**src/core/pwmlb_pkg.sv**
```systemverilog
package pwmlb_pkg;
  // Register word addresses on the bus (one 32-bit word each)
  localparam logic [3:0] PWMLB_ADDR_KEY = 4'h0;
  localparam logic [3:0] PWMLB_ADDR_OUTCTL = 4'h1;
  localparam logic [3:0] PWMLB_ADDR_FLTCTL = 4'h2;
  localparam logic [3:0] PWMLB_ADDR_LEB = 4'h3;
  localparam logic [3:0] PWMLB_ADDR_AUX = 4'h4;
  localparam logic [3:0] PWMLB_ADDR_STAT = 4'h5;
  // Unlock key values
  localparam logic [15:0] PWMLB_KEY1 = 16'hABCD;
  localparam logic [15:0] PWMLB_KEY2 = 16'h4321;
  // Reset values
  localparam logic [15:0] PWMLB_LEB_RST = 16'h0000;
  localparam logic [15:0] PWMLB_OUTCTL_RST = 16'h0000;
  localparam logic [15:0] PWMLB_FLTCTL_RST = 16'h0000;
  localparam logic [15:0] PWMLB_AUX_RST = 16'h0000;
  // Blanking control field positions
  localparam int PWMLB_B_HRISE = 15;
  localparam int PWMLB_B_HFALL = 14;
  localparam int PWMLB_B_LRISE = 13;
  localparam int PWMLB_B_LFALL = 12;
  localparam int PWMLB_B_FLTEN = 11;
  localparam int PWMLB_B_LIMEN = 10;
  localparam int PWMLB_B_SELHI = 5;
  localparam int PWMLB_B_SELLO = 4;
  localparam int PWMLB_B_HHI = 3;
  localparam int PWMLB_B_HLO = 2;
  localparam int PWMLB_B_LHI = 1;
  localparam int PWMLB_B_LLO = 0;
  localparam logic [15:0] PWMLB_LEB_MASK = 16'hFC3F;
  // Blank signal select field in the auxiliary control register
  localparam int PWMLB_SEL_LSB = 8;
  localparam int PWMLB_SEL_W = 4;
  // Leading-edge blanking period (cycles), counter width
  localparam int PWMLB_CNT_W = 16;
  localparam logic [15:0] PWMLB_BLANK_LEN = 16'h0010;
  typedef enum logic [1:0] {PWMLB_LOCKED, PWMLB_GOT1, PWMLB_OPEN} pwmlb_state_t;
endpackage

```
**src/core/pwmlb_top.sv**
```systemverilog
// The implementer's own choices: the Avalon-MM interface to the registers and the address map.
`timescale 1ns/1ps
module pwmlb_top
  import pwmlb_pkg::*;
(
  input wire logic ref_clk, // 250 MHz clock
  input wire logic sys_rst, // Sync reset, active high
  input wire logic [3:0] avs_address, // Word address
  input wire logic avs_read, // Read strobe
  input wire logic avs_write, // Write strobe
  input wire logic [31:0] avs_writedata, // Write data
  input wire logic [3:0] avs_byteenable, // Byte enables
  output logic [31:0] avs_readdata, // Read data
  output logic avs_waitrequest, // Wait request
  input wire logic protect_lock_fuse, // Lock config bit
  input wire logic [15:0] blank_sources, // Candidate blank signals
  input wire logic high_side_output, // High-side PWM output
  input wire logic low_side_output, // Low-side PWM output
  input wire logic fault_in, // Raw fault input
  input wire logic limit_in, // Raw current-limit input
  output logic fault_gated, // Fault after blanking
  output logic limit_gated, // Limit after blanking
  output logic [15:0] output_pin_control, // Output control reg
  output logic [15:0] fault_limit_control // Fault/limit control reg
);
  logic [15:0] leading_edge_blank_ctrl_r;
  logic [15:0] auxiliary_control_r;
  logic [15:0] output_pin_control_r;
  logic [15:0] fault_limit_control_r;
  pwmlb_state_t lk_r;
  logic ack_r;
  logic rejected_r;
  logic [31:0] rd_nxt;
  logic req;
  logic wr_go;
  logic rd_go;
  logic [15:0] wdat;
  logic lo_ok;
  logic hi_ok;
  logic may_prot;
  logic fault_w;
  logic limit_w;
  logic active_w;

  ////////////////////////////////////////////////////////////////////
  // Bus slave: every access waits one cycle, answer on the second
  assign req = (avs_read | avs_write) & ~ack_r;
  assign wr_go = avs_write & ack_r;
  assign rd_go = avs_read & ack_r;
  assign lo_ok = avs_byteenable[0];
  assign hi_ok = avs_byteenable[1];
  assign wdat = avs_writedata[15:0];
  assign may_prot = ~protect_lock_fuse | (lk_r == PWMLB_OPEN);

  always_ff @(posedge ref_clk)
  begin
    if (sys_rst)
    begin
      ack_r <= 1'b0;
      avs_waitrequest <= 1'b1;
    end
    else
    begin
      ack_r <= req;
      avs_waitrequest <= ~req;
    end
  end

  ////////////////////////////////////////////////////////////////////
  // Unlock sequencer; key needs full 16-bit writes
  always_ff @(posedge ref_clk)
  begin
    if (sys_rst)
      lk_r <= PWMLB_LOCKED;
    else if (ack_r & (avs_read | avs_write))
    begin
      case (lk_r)
        PWMLB_LOCKED:
          lk_r <= (wr_go && avs_address == PWMLB_ADDR_KEY && lo_ok && hi_ok
            && wdat == PWMLB_KEY1) ? PWMLB_GOT1 : PWMLB_LOCKED;
        PWMLB_GOT1:
          if (wr_go && avs_address == PWMLB_ADDR_KEY && lo_ok && hi_ok
            && wdat == PWMLB_KEY2)
            lk_r <= PWMLB_OPEN;
          else if (wr_go && avs_address == PWMLB_ADDR_KEY && lo_ok
            && hi_ok && wdat == PWMLB_KEY1)
            lk_r <= PWMLB_GOT1;
          else
            lk_r <= PWMLB_LOCKED;
        PWMLB_OPEN:
          lk_r <= PWMLB_LOCKED;
        default:
          lk_r <= PWMLB_LOCKED;
      endcase
    end
  end

  ////////////////////////////////////////////////////////////////////
  // Protected registers
  always_ff @(posedge ref_clk)
  begin
    if (sys_rst)
      output_pin_control_r <= PWMLB_OUTCTL_RST;
    else if (wr_go && avs_address == PWMLB_ADDR_OUTCTL && may_prot)
    begin
      if (lo_ok)
        output_pin_control_r[7:0] <= wdat[7:0];
      if (hi_ok)
        output_pin_control_r[15:8] <= wdat[15:8];
    end
  end

  always_ff @(posedge ref_clk)
  begin
    if (sys_rst)
      fault_limit_control_r <= PWMLB_FLTCTL_RST;
    else if (wr_go && avs_address == PWMLB_ADDR_FLTCTL && may_prot)
    begin
      if (lo_ok)
        fault_limit_control_r[7:0] <= wdat[7:0];
      if (hi_ok)
        fault_limit_control_r[15:8] <= wdat[15:8];
    end
  end

  // Sticky note of a dropped protected write; cleared by a status read
  always_ff @(posedge ref_clk)
  begin
    if (sys_rst)
      rejected_r <= 1'b0;
    else if (wr_go && !may_prot && (avs_address == PWMLB_ADDR_OUTCTL
      || avs_address == PWMLB_ADDR_FLTCTL))
      rejected_r <= 1'b1;
    else if (rd_go && avs_address == PWMLB_ADDR_STAT)
      rejected_r <= 1'b0;
  end

  ////////////////////////////////////////////////////////////////////
  // Open registers
  always_ff @(posedge ref_clk)
  begin
    if (sys_rst)
      leading_edge_blank_ctrl_r <= PWMLB_LEB_RST;
    else if (wr_go && avs_address == PWMLB_ADDR_LEB)
    begin
      if (lo_ok)
        leading_edge_blank_ctrl_r[7:0] <= wdat[7:0] & PWMLB_LEB_MASK[7:0];
      if (hi_ok)
        leading_edge_blank_ctrl_r[15:8] <= wdat[15:8]
          & PWMLB_LEB_MASK[15:8];
    end
  end

  always_ff @(posedge ref_clk)
  begin
    if (sys_rst)
      auxiliary_control_r <= PWMLB_AUX_RST;
    else if (wr_go && avs_address == PWMLB_ADDR_AUX)
    begin
      if (lo_ok)
        auxiliary_control_r[7:0] <= wdat[7:0];
      if (hi_ok)
        auxiliary_control_r[15:8] <= wdat[15:8];
    end
  end

  ////////////////////////////////////////////////////////////////////
  // Read mux; key reads as zero, unmapped reads zero
  always_comb
  begin
    rd_nxt = 32'h00000000;
    case (avs_address)
      PWMLB_ADDR_OUTCTL: rd_nxt[15:0] = output_pin_control_r;
      PWMLB_ADDR_FLTCTL: rd_nxt[15:0] = fault_limit_control_r;
      PWMLB_ADDR_LEB: rd_nxt[15:0] = leading_edge_blank_ctrl_r;
      PWMLB_ADDR_AUX: rd_nxt[15:0] = auxiliary_control_r;
      PWMLB_ADDR_STAT: rd_nxt[3:0] = {active_w, rejected_r,
        may_prot, protect_lock_fuse};
      default: rd_nxt = 32'h00000000;
    endcase
  end

  always_ff @(posedge ref_clk)
  begin
    if (sys_rst)
      avs_readdata <= 32'h00000000;
    else if (req & avs_read)
      avs_readdata <= rd_nxt;
  end

  ////////////////////////////////////////////////////////////////////
  pwmlb_blank u_blank (
    .ref_clk(ref_clk),
    .sys_rst(sys_rst),
    .leb_cfg(leading_edge_blank_ctrl_r),
    .blank_sel(blank_sources[auxiliary_control_r[PWMLB_SEL_LSB +:
      PWMLB_SEL_W]]),
    .high_side_output(high_side_output),
    .low_side_output(low_side_output),
    .fault_in(fault_in),
    .limit_in(limit_in),
    .fault_out(fault_w),
    .limit_out(limit_w),
    .leb_active(active_w)
  );

  always_ff @(posedge ref_clk)
  begin
    if (sys_rst)
    begin
      fault_gated <= 1'b0;
      limit_gated <= 1'b0;
      output_pin_control <= PWMLB_OUTCTL_RST;
      fault_limit_control <= PWMLB_FLTCTL_RST;
    end
    else
    begin
      fault_gated <= fault_w;
      limit_gated <= limit_w;
      output_pin_control <= output_pin_control_r;
      fault_limit_control <= fault_limit_control_r;
    end
  end
endmodule

```
**src/core/pwmlb_blank.sv**
```systemverilog
`timescale 1ns/1ps
module pwmlb_blank
  import pwmlb_pkg::*;
(
  input wire logic ref_clk, // Clock
  input wire logic sys_rst, // Sync reset
  input wire logic [15:0] leb_cfg, // Blanking control
  input wire logic blank_sel, // Selected blanking signal
  input wire logic high_side_output, // High-side output
  input wire logic low_side_output, // Low-side output
  input wire logic fault_in, // Raw fault
  input wire logic limit_in, // Raw current limit
  output logic fault_out, // Gated fault
  output logic limit_out, // Gated current limit
  output logic leb_active // Edge blanking running
);
  logic hi_d_r;
  logic lo_d_r;
  logic [PWMLB_CNT_W-1:0] cnt_r;
  logic edge_hit;
  logic state_mask;

  assign edge_hit = (leb_cfg[PWMLB_B_HRISE] & high_side_output & ~hi_d_r)
    | (leb_cfg[PWMLB_B_HFALL] & ~high_side_output & hi_d_r)
    | (leb_cfg[PWMLB_B_LRISE] & low_side_output & ~lo_d_r)
    | (leb_cfg[PWMLB_B_LFALL] & ~low_side_output & lo_d_r);

  assign state_mask = (leb_cfg[PWMLB_B_HHI] & high_side_output)
    | (leb_cfg[PWMLB_B_HLO] & ~high_side_output)
    | (leb_cfg[PWMLB_B_LHI] & low_side_output)
    | (leb_cfg[PWMLB_B_LLO] & ~low_side_output)
    | (leb_cfg[PWMLB_B_SELHI] & blank_sel)
    | (leb_cfg[PWMLB_B_SELLO] & ~blank_sel);

  always_ff @(posedge ref_clk)
  begin
    if (sys_rst)
    begin
      hi_d_r <= 1'b0;
      lo_d_r <= 1'b0;
    end
    else
    begin
      hi_d_r <= high_side_output;
      lo_d_r <= low_side_output;
    end
  end

  // Edge restarts the count even mid-period
  always_ff @(posedge ref_clk)
  begin
    if (sys_rst)
      cnt_r <= '0;
    else if (edge_hit)
      cnt_r <= PWMLB_BLANK_LEN;
    else if (cnt_r != '0)
      cnt_r <= cnt_r - 1'b1;
  end

  assign leb_active = (cnt_r != '0);
  assign fault_out = fault_in & ~state_mask
    & ~(leb_cfg[PWMLB_B_FLTEN] & leb_active);
  assign limit_out = limit_in & ~state_mask
    & ~(leb_cfg[PWMLB_B_LIMEN] & leb_active);
endmodule

```
**config.mk**
```make
export PLATFORM = sky130hd
export DESIGN_NAME = pwmlb_top
export DESIGN_NICKNAME = d
export VERILOG_FILES = /design/src/core/pwmlb_pkg.sv /design/src/core/pwmlb_top.sv /design/src/core/pwmlb_blank.sv
export SDC_FILE = /design/constraint.sdc
export NUM_CORES = 1
export LEC_CHECK = 0
export ABC_AREA = 1
export BUFFER_PORTS_ARGS = -buffer_cell sky130_fd_sc_hd__buf_4
export CORE_ASPECT_RATIO = 1.75
export CORE_UTILIZATION = 48
export DETAILED_ROUTE_END_ITERATION = 10
export HOLD_SLACK_MARGIN = 0.15
export PLACE_DENSITY = 0.75
export SLEW_MARGIN = 20
export SYNTH_ARGS = -nofsm -noshare
export SYNTH_HDL_FRONTEND = slang
export SYNTH_SLANG_ARGS = --single-unit
```
**constraint.sdc**
```tcl
create_clock -name ref_clk -period 1.15 [get_ports ref_clk]
set_input_delay 0.23 -clock ref_clk [delete_from_list [all_inputs] [get_ports ref_clk]]
set_output_delay 0.23 -clock ref_clk [all_outputs]
set_load 0.01 [all_outputs]
```
==> reports/metrics.cfg, run 1 <==
[final_layout]
final_cells=1122
layout.nets=1041
fin_area_um2=9220
area.growth.synth_to_final_pct=63.8
final_common_cell=buf_4
antenna_cells=0
final_cell_mix=165 x buf_4, 105 x dfxtp_1, 92 x nand2_1
fillers=623
drive_above_1_share_pct=49.3

[sta]
fin_setup_tns_ns=-11.81
finalSetupViolCount=94
finalCritPeriodShare_pct=120
fin_worst_skew_ns=0.00723
fmax_ghz=0.726
fin_ws_ns=-0.227
slew_viol_final=0
hold_slack_ns=0.131
rsz0062_at_grt=yes
finalCriticalPeriod_ns=1.38
hold_viol=0

[route]
wl_met3_um=1990
top_layer=met4
drt-initial-drc-count=814
wl_met2_um=12200
vias_per_cell=5.91
ant_nets=0
m1WireLength_um=7430
vias=6631
dr.pass1.iters=9
finalWirelength_um=23800
wl_per_cell_um=21.2
drc=12

[worst_setup_path]
cp_slowest_stage_delay_ns=0.39
timing.rr.end=lk_r[0]
required_ns=1.48
crit_chain=buf_4 > o21ai_4 > nor2_4 > nor4b_4 > nand2_1 > a21oi_1
r2r-start=ack_r
cp_max_fo=3
startpoint_type=flop
r2r_slack_ns=-0.23
crit_arrival_ns=1.71
cp_top_family=simple AND/OR/NAND/NOR gates
reg2regPathDepth=6
worst-path-buf-inv=1
slowest_stage=dfxtp_4
crit_path_end_kind=flop
crit_type=reg -> reg

[synth]
yosys.area.top_type=dfxtp_1
ys_seq_area_share_pct=47.3
synthCells=750
synth_area_um2=5630
ys_ff_latch=133
yosysUniqueCellTypes=38
synth_area_per_cell_um2=7.51
ys_warn_count=0
yosysTopAreaCellShare_pct=47.3
synthTopCellsByArea=dfxtp_1 47%, nand2_1 8.5%, nor2_1 7.3%, o21ai_0 6.8%, a21oi_1 6.4%

[placement]
dp_slack_ns=-0.286
placed_area_um2=7110
gp_congestion=0.971
numPortBuffers=97
dp_cells=1047
dp_hpwl_um=12300

[floorplanning]
io_pins=132
dieArea_um2=12200
die_h_um=145
start_util_pct=48.9
core_area_um2=11500
die_width_um=83.9
num_rows=52

[cts]
clockRootBuffer=clkbuf_16
cts_buffer_depth=2
clk_latency_ns=0.43
cts.sink_count=133
cts_tree=built
htree_levels=4
cts_buffers=17
clk_pin_slew_worst_paths_ns=0.06

[power_and_ir_drop]
peakVddDrop_uv=1100
leakage_uw=0.00394
power_density_nw_per_um2=1870

[global_routing]
grt_pass1_wl_um=30300
grt_pass1_vias=5927
grt_usage_pct=32.6
antenna_found_initial=0
overflow=0
grt_max_degree=56

[min_path]
min_path_cells=3
hold_path.startpoint=avs_writedata[11]
min_path_type=in -> reg
min_to=output_pin_control_r[11]

[outcome]
violations=design-rule violations, negative setup slack
outcome=complete, but fails checks

[flow_run]
maxCapViolCount=0

## per-layer routing
| layer | track usage [%] | up-vias |
|---|---|---|
| met4 | 23.4 | 0 |
| met1 | 32.2 | 3036 |
| met2 | 58.9 | 544 |
| met3 | 7.00 | 200 |
| met5 | 0 | - |
| li1 | - | 2851 |
## flip-flops by register name, summed over array words and instances (netlist names), 2 cells and up
register / cells
auxiliary_control_r: 16
avs_readdata: 16
fault_limit_control: 16
fault_limit_control_r: 16
output_pin_control: 16
output_pin_control_r: 16
u_blank.cnt_r: 16
leading_edge_blank_ctrl_r: 12
lk_r: 2
## cells in the mapped netlist
cell type,instances
conb_1,1
nand3_4,4
nor3_1,6
xnor2_1,2
nand3b_1,1
or2_2,2
nor3_2,2
nor2_1,110
nand2_2,3
o2111ai_1,4
buf_6,4
nand2_4,1
clkinv_1,1
a21oi_1,72
inv_1,88
nand4_1,3
nor2_4,2
buf_4,20
xor2_1,8
clkbuf_1,7
o31ai_1,1
ha_1,2
dfxtp_1,133
and3_1,1
o221ai_1,2
nor3_4,2
o22ai_1,4
nor2_2,4
nor4_1,2
buf_1,5
buf_2,6
nand2_1,127
nor4b_1,1
o21ai_0,77
nand3_1,29
o211ai_1,6
inv_2,3
a211oi_1,4
## kinds of logic after synthesis
logic type,count (synthesis),share of synthesized area [%]
other,1,0.0666
and+or+nand+nor,300,23.6
AOI/OAI and AO/OA,170,16.1
DFF,133,47.3
adders and majority gates,2,0.444
buffers and inverters,134,10.9
xor gates and xnor gates,10,1.56
## power by group
group	switching [uW]	total, uW	internal [uW]
Combinational	3540	6430	2900
Sequential	247	5170	4930
Clock	2320	5640	3310
Total	6110	17200	11100
## worst min-delay path, stage by stage
cell and delay (ns):
buf_4 0.12, o21ai_2 0.07, a21oi_2 0.09
## worst max path at each step
stage,from,end,slack (ns),cells past startpoint
after detailed placement,avs_address[0],output_pin_control_r[11],-0.29,8
after CTS,u_blank.cnt_r[1],u_blank.cnt_r[5],-0.14,8
final,ack_r,lk_r[0],-0.23,6
after global routing,u_blank.cnt_r[2],u_blank.cnt_r[14],-0.31,8
after floorplan,lk_r[1],fault_limit_control_r[13],-0.13,8
after global placement,lk_r[1],output_pin_control_r[3],-0.27,7
## timing repair
item | in CTS | in global routing
endpoints found under the setup margin | 88 | 100
cloned | 6 | 2
gates resized for setup | 174 | 201
pin swaps | 55 | 61
buffers inserted | 7 | 13
hold endpoints to repair | 23 | 2
hold buffers | 14 | 2
## layout make-up
type / count / area (um^2) / share of cell area, %
sequential: 133 / 2710 / 29.4
tap: 135 / 169 / 1.83
clock inverter: 14 / 165 / 1.79
inverter: 92 / 357 / 3.87
timing repair inverter: 1 / 5.00 / 0.0543
timing repair buffer: 227 / 1990 / 21.6
clock buffer: 18 / 439 / 4.76
multi-input combinational: 502 / 3390 / 36.7
## stage by stage
step | utilization [%] | power [uW]
finish | 80.1 | 17200
global route | 80.1 | 17800
CTS | 73.6 | 15800
detailed placement | 61.7 | 8850
global placement | 61.7 | 8810
floorplan | - | 7260
(Power assumes the default switching activity.)
==> run 2: changes to the inputs <==
--- a/config.mk
+++ b/config.mk
@@ -7,11 +7,13 @@
 export LEC_CHECK = 0
 export ABC_AREA = 1
 export BUFFER_PORTS_ARGS = -buffer_cell sky130_fd_sc_hd__buf_4
+export CELL_PAD_IN_SITES_DETAIL_PLACEMENT = 1
+export CELL_PAD_IN_SITES_GLOBAL_PLACEMENT = 2
 export CORE_ASPECT_RATIO = 1.75
-export CORE_UTILIZATION = 48
+export CORE_UTILIZATION = 30
 export DETAILED_ROUTE_END_ITERATION = 10
 export HOLD_SLACK_MARGIN = 0.15
-export PLACE_DENSITY = 0.75
+export PLACE_DENSITY_LB_ADDON = 0.1
 export SLEW_MARGIN = 20
 export SYNTH_ARGS = -nofsm -noshare
 export SYNTH_HDL_FRONTEND = slang
==> constraint.sdc (replaced) <==
create_clock -name ref_clk -period 1.5 [get_ports ref_clk]
set_input_delay 0.3 -clock ref_clk [delete_from_list [all_inputs] [get_ports ref_clk]]
set_output_delay 0.3 -clock ref_clk [all_outputs]
set_load 0.01 [all_outputs]
==> run 2 against run 1 <==
  * The flow now finishes without violations
  * Critical path type unchanged
  * Wire length is 17% lower
  * Clock skew is 0.0011 ns higher
  * Core utilization is 38 points lower
  * Flip-flop and latch count stayed put
  * Power is 38% lower
  * Cell area is 16% lower
  * Clock power is 23% lower
==> reports/metrics.cfg, run 2 (synthesized netlist as in run 1, its figures left out) <==
[outcome]
outcome=finished clean

[cts]
htree_levels=4
clk_pin_slew_worst_paths_ns=0.06
cts_buffer_depth=2
cts_tree=built
clockRootBuffer=clkbuf_16
cts.sink_count=133
clk_latency_ns=0.42
cts_buffers=17

[floorplanning]
die_width_um=106
core_area_um2=18500
start_util_pct=30.4
num_rows=66
dieArea_um2=19300
io_pins=132
die_h_um=183

[sta]
fmax_ghz=0.692
slew_headroom_pct=58.8
fin_worst_skew_ns=0.00831
finalCriticalPeriod_ns=1.45
finalCritPeriodShare_pct=96.4
hold_viol=0
tightest_slew_ns=0.618
rsz0062_at_grt=yes
slew_viol_final=0
hold_slack_ns=0.184
finalSetupViolCount=0

[final_layout]
area.growth.synth_to_final_pct=37.6
layout.nets=974
antenna_cells=0
final_cell_mix=147 x buf_4, 131 x dfxtp_1, 127 x nand2_1
fin_area_um2=7750
final_common_cell=buf_4
final_cells=1158
multiInputGateArea_um2=2500
drive_above_1_share_pct=25.8
ff_latch_area_um2=2670
fillers=2311

[power_and_ir_drop]
peakVddDrop_uv=568
power_density_nw_per_um2=1370
p_comb_share_pct=22.0
leakage_uw=0.00335
p_seq_share_pct=36.9
p_switching_uw=3290
pwr-share-clk_pct=41.0
p_int_uw=7340
switching_share_pct=30.9

[global_routing]
grt_max_degree=56
grt_pass1_wl_um=30400
overflow=0
grt_usage_pct=20.8
grt_pass1_vias=5707
antenna_found_initial=0

[route]
ant_nets=0
wl_per_cell_um=17.1
drt-initial-drc-count=152
dr.pass1.iters=4
vias=5483
finalWirelength_um=19800
drc=0
vias_per_cell=4.73

[flow_run]
maxCapViolCount=0

[placement]
dp_cells=1104
placed_area_um2=6840
dp_hpwl_um=14600
numPortBuffers=97
gp_congestion=0.831

[worst_setup_path]
cp_max_fo=8
startpoint_type=flop
worstSetupStartpoint=lk_r[1]
crit_path_end_kind=flop
r2r-start=lk_r[1]
required_ns=1.85
crit_type=reg -> reg
crit_arrival_ns=1.80

[min_path]
hold_path.startpoint=avs_writedata[14]
min_path_type=in -> reg

-- run 2: changes by cell type in the layout (fill, tap and decap cells not counted), sizes merged --
cell / delta
nand3: -1
bufinv: +1
clkbuf: -1
buf: -54
dlymetal6s4s: -1
inv: -6
dlygate4sd3: -10
clkinv: +3
clkinvlp: +2
-- run 2: final timing paths --
kind	end	slack [ns]	cells after the start
max	output_pin_control_r[1]	0.05	7
min	leading_edge_blank_ctrl_r[14]	0.18	3
max reg2reg	output_pin_control_r[1]	0.05	7
min reg2reg	fault_limit_control[15]	0.46	2
-- run 2: layout make-up --
class | count | share of cell area, %
clock buffer | 18 | 5.67
clock inverter | 14 | 2.29
timing repair inverter | 1 | 0.0969
sequential | 133 | 34.4
timing repair buffer | 161 | 16.9
tap | 238 | 3.84
inverter | 92 | 4.55
multi-input combinational | 501 | 32.3
-- run 2: worst max-delay path, cell delays in order, from the launching register on --
cell and delay (ns):
dfxtp_1 0.33, inv_1 0.05, nor2_2 0.11, nor2_2 0.07
nor2_4 0.20, buf_4 0.17, nand3_2 0.21, a21oi_1 0.23
-- run 2: repair_timing --
action,4_1_cts,5_1_grt
gates cloned,0,4
hold buffers,4,0
buffers inserted,0,14
pin swaps,0,7
hold endpoints to repair,4,0
gates resized for setup,2,37
endpoints found under the setup margin,2,60
-- run 2: through the flow --
stage               worst slack (ns)  utilization [%]  power, uW  setup TNS [ns]
CTS                          0.00734             40.5      10600               0
detailed placement            -0.124             37.0       6200           -2.53
global route                 -0.0590             41.9      11200          -0.263
global placement             -0.0603             37.0       6100          -0.693
finish                        0.0544             41.9      10600               0
floorplan                      0.207                -       5470               0
-- run 2: routing by layer --
layer | track usage, % | routed length (um) | part of all wire [%]
met1 | 21.6 | 7570 | 38
met2 | 39.6 | 10900 | 55
met3 | 4.12 | 679 | 3.4
met4 | 9.83 | 641 | 3.2
met5 | 0 | 0 | 0
-- run 2: power groups by stage --
stage          combinational (uW)  sequential (uW)  clock [uW]
4_1_cts                      2230             3910        4480
3_3_place_gp                 2130             3980           0
2_1_floorplan                1520             3950           0
6_report                     2340             3930        4360
5_1_grt                      2650             3950        4600
3_5_place_dp                 2210             3990           0
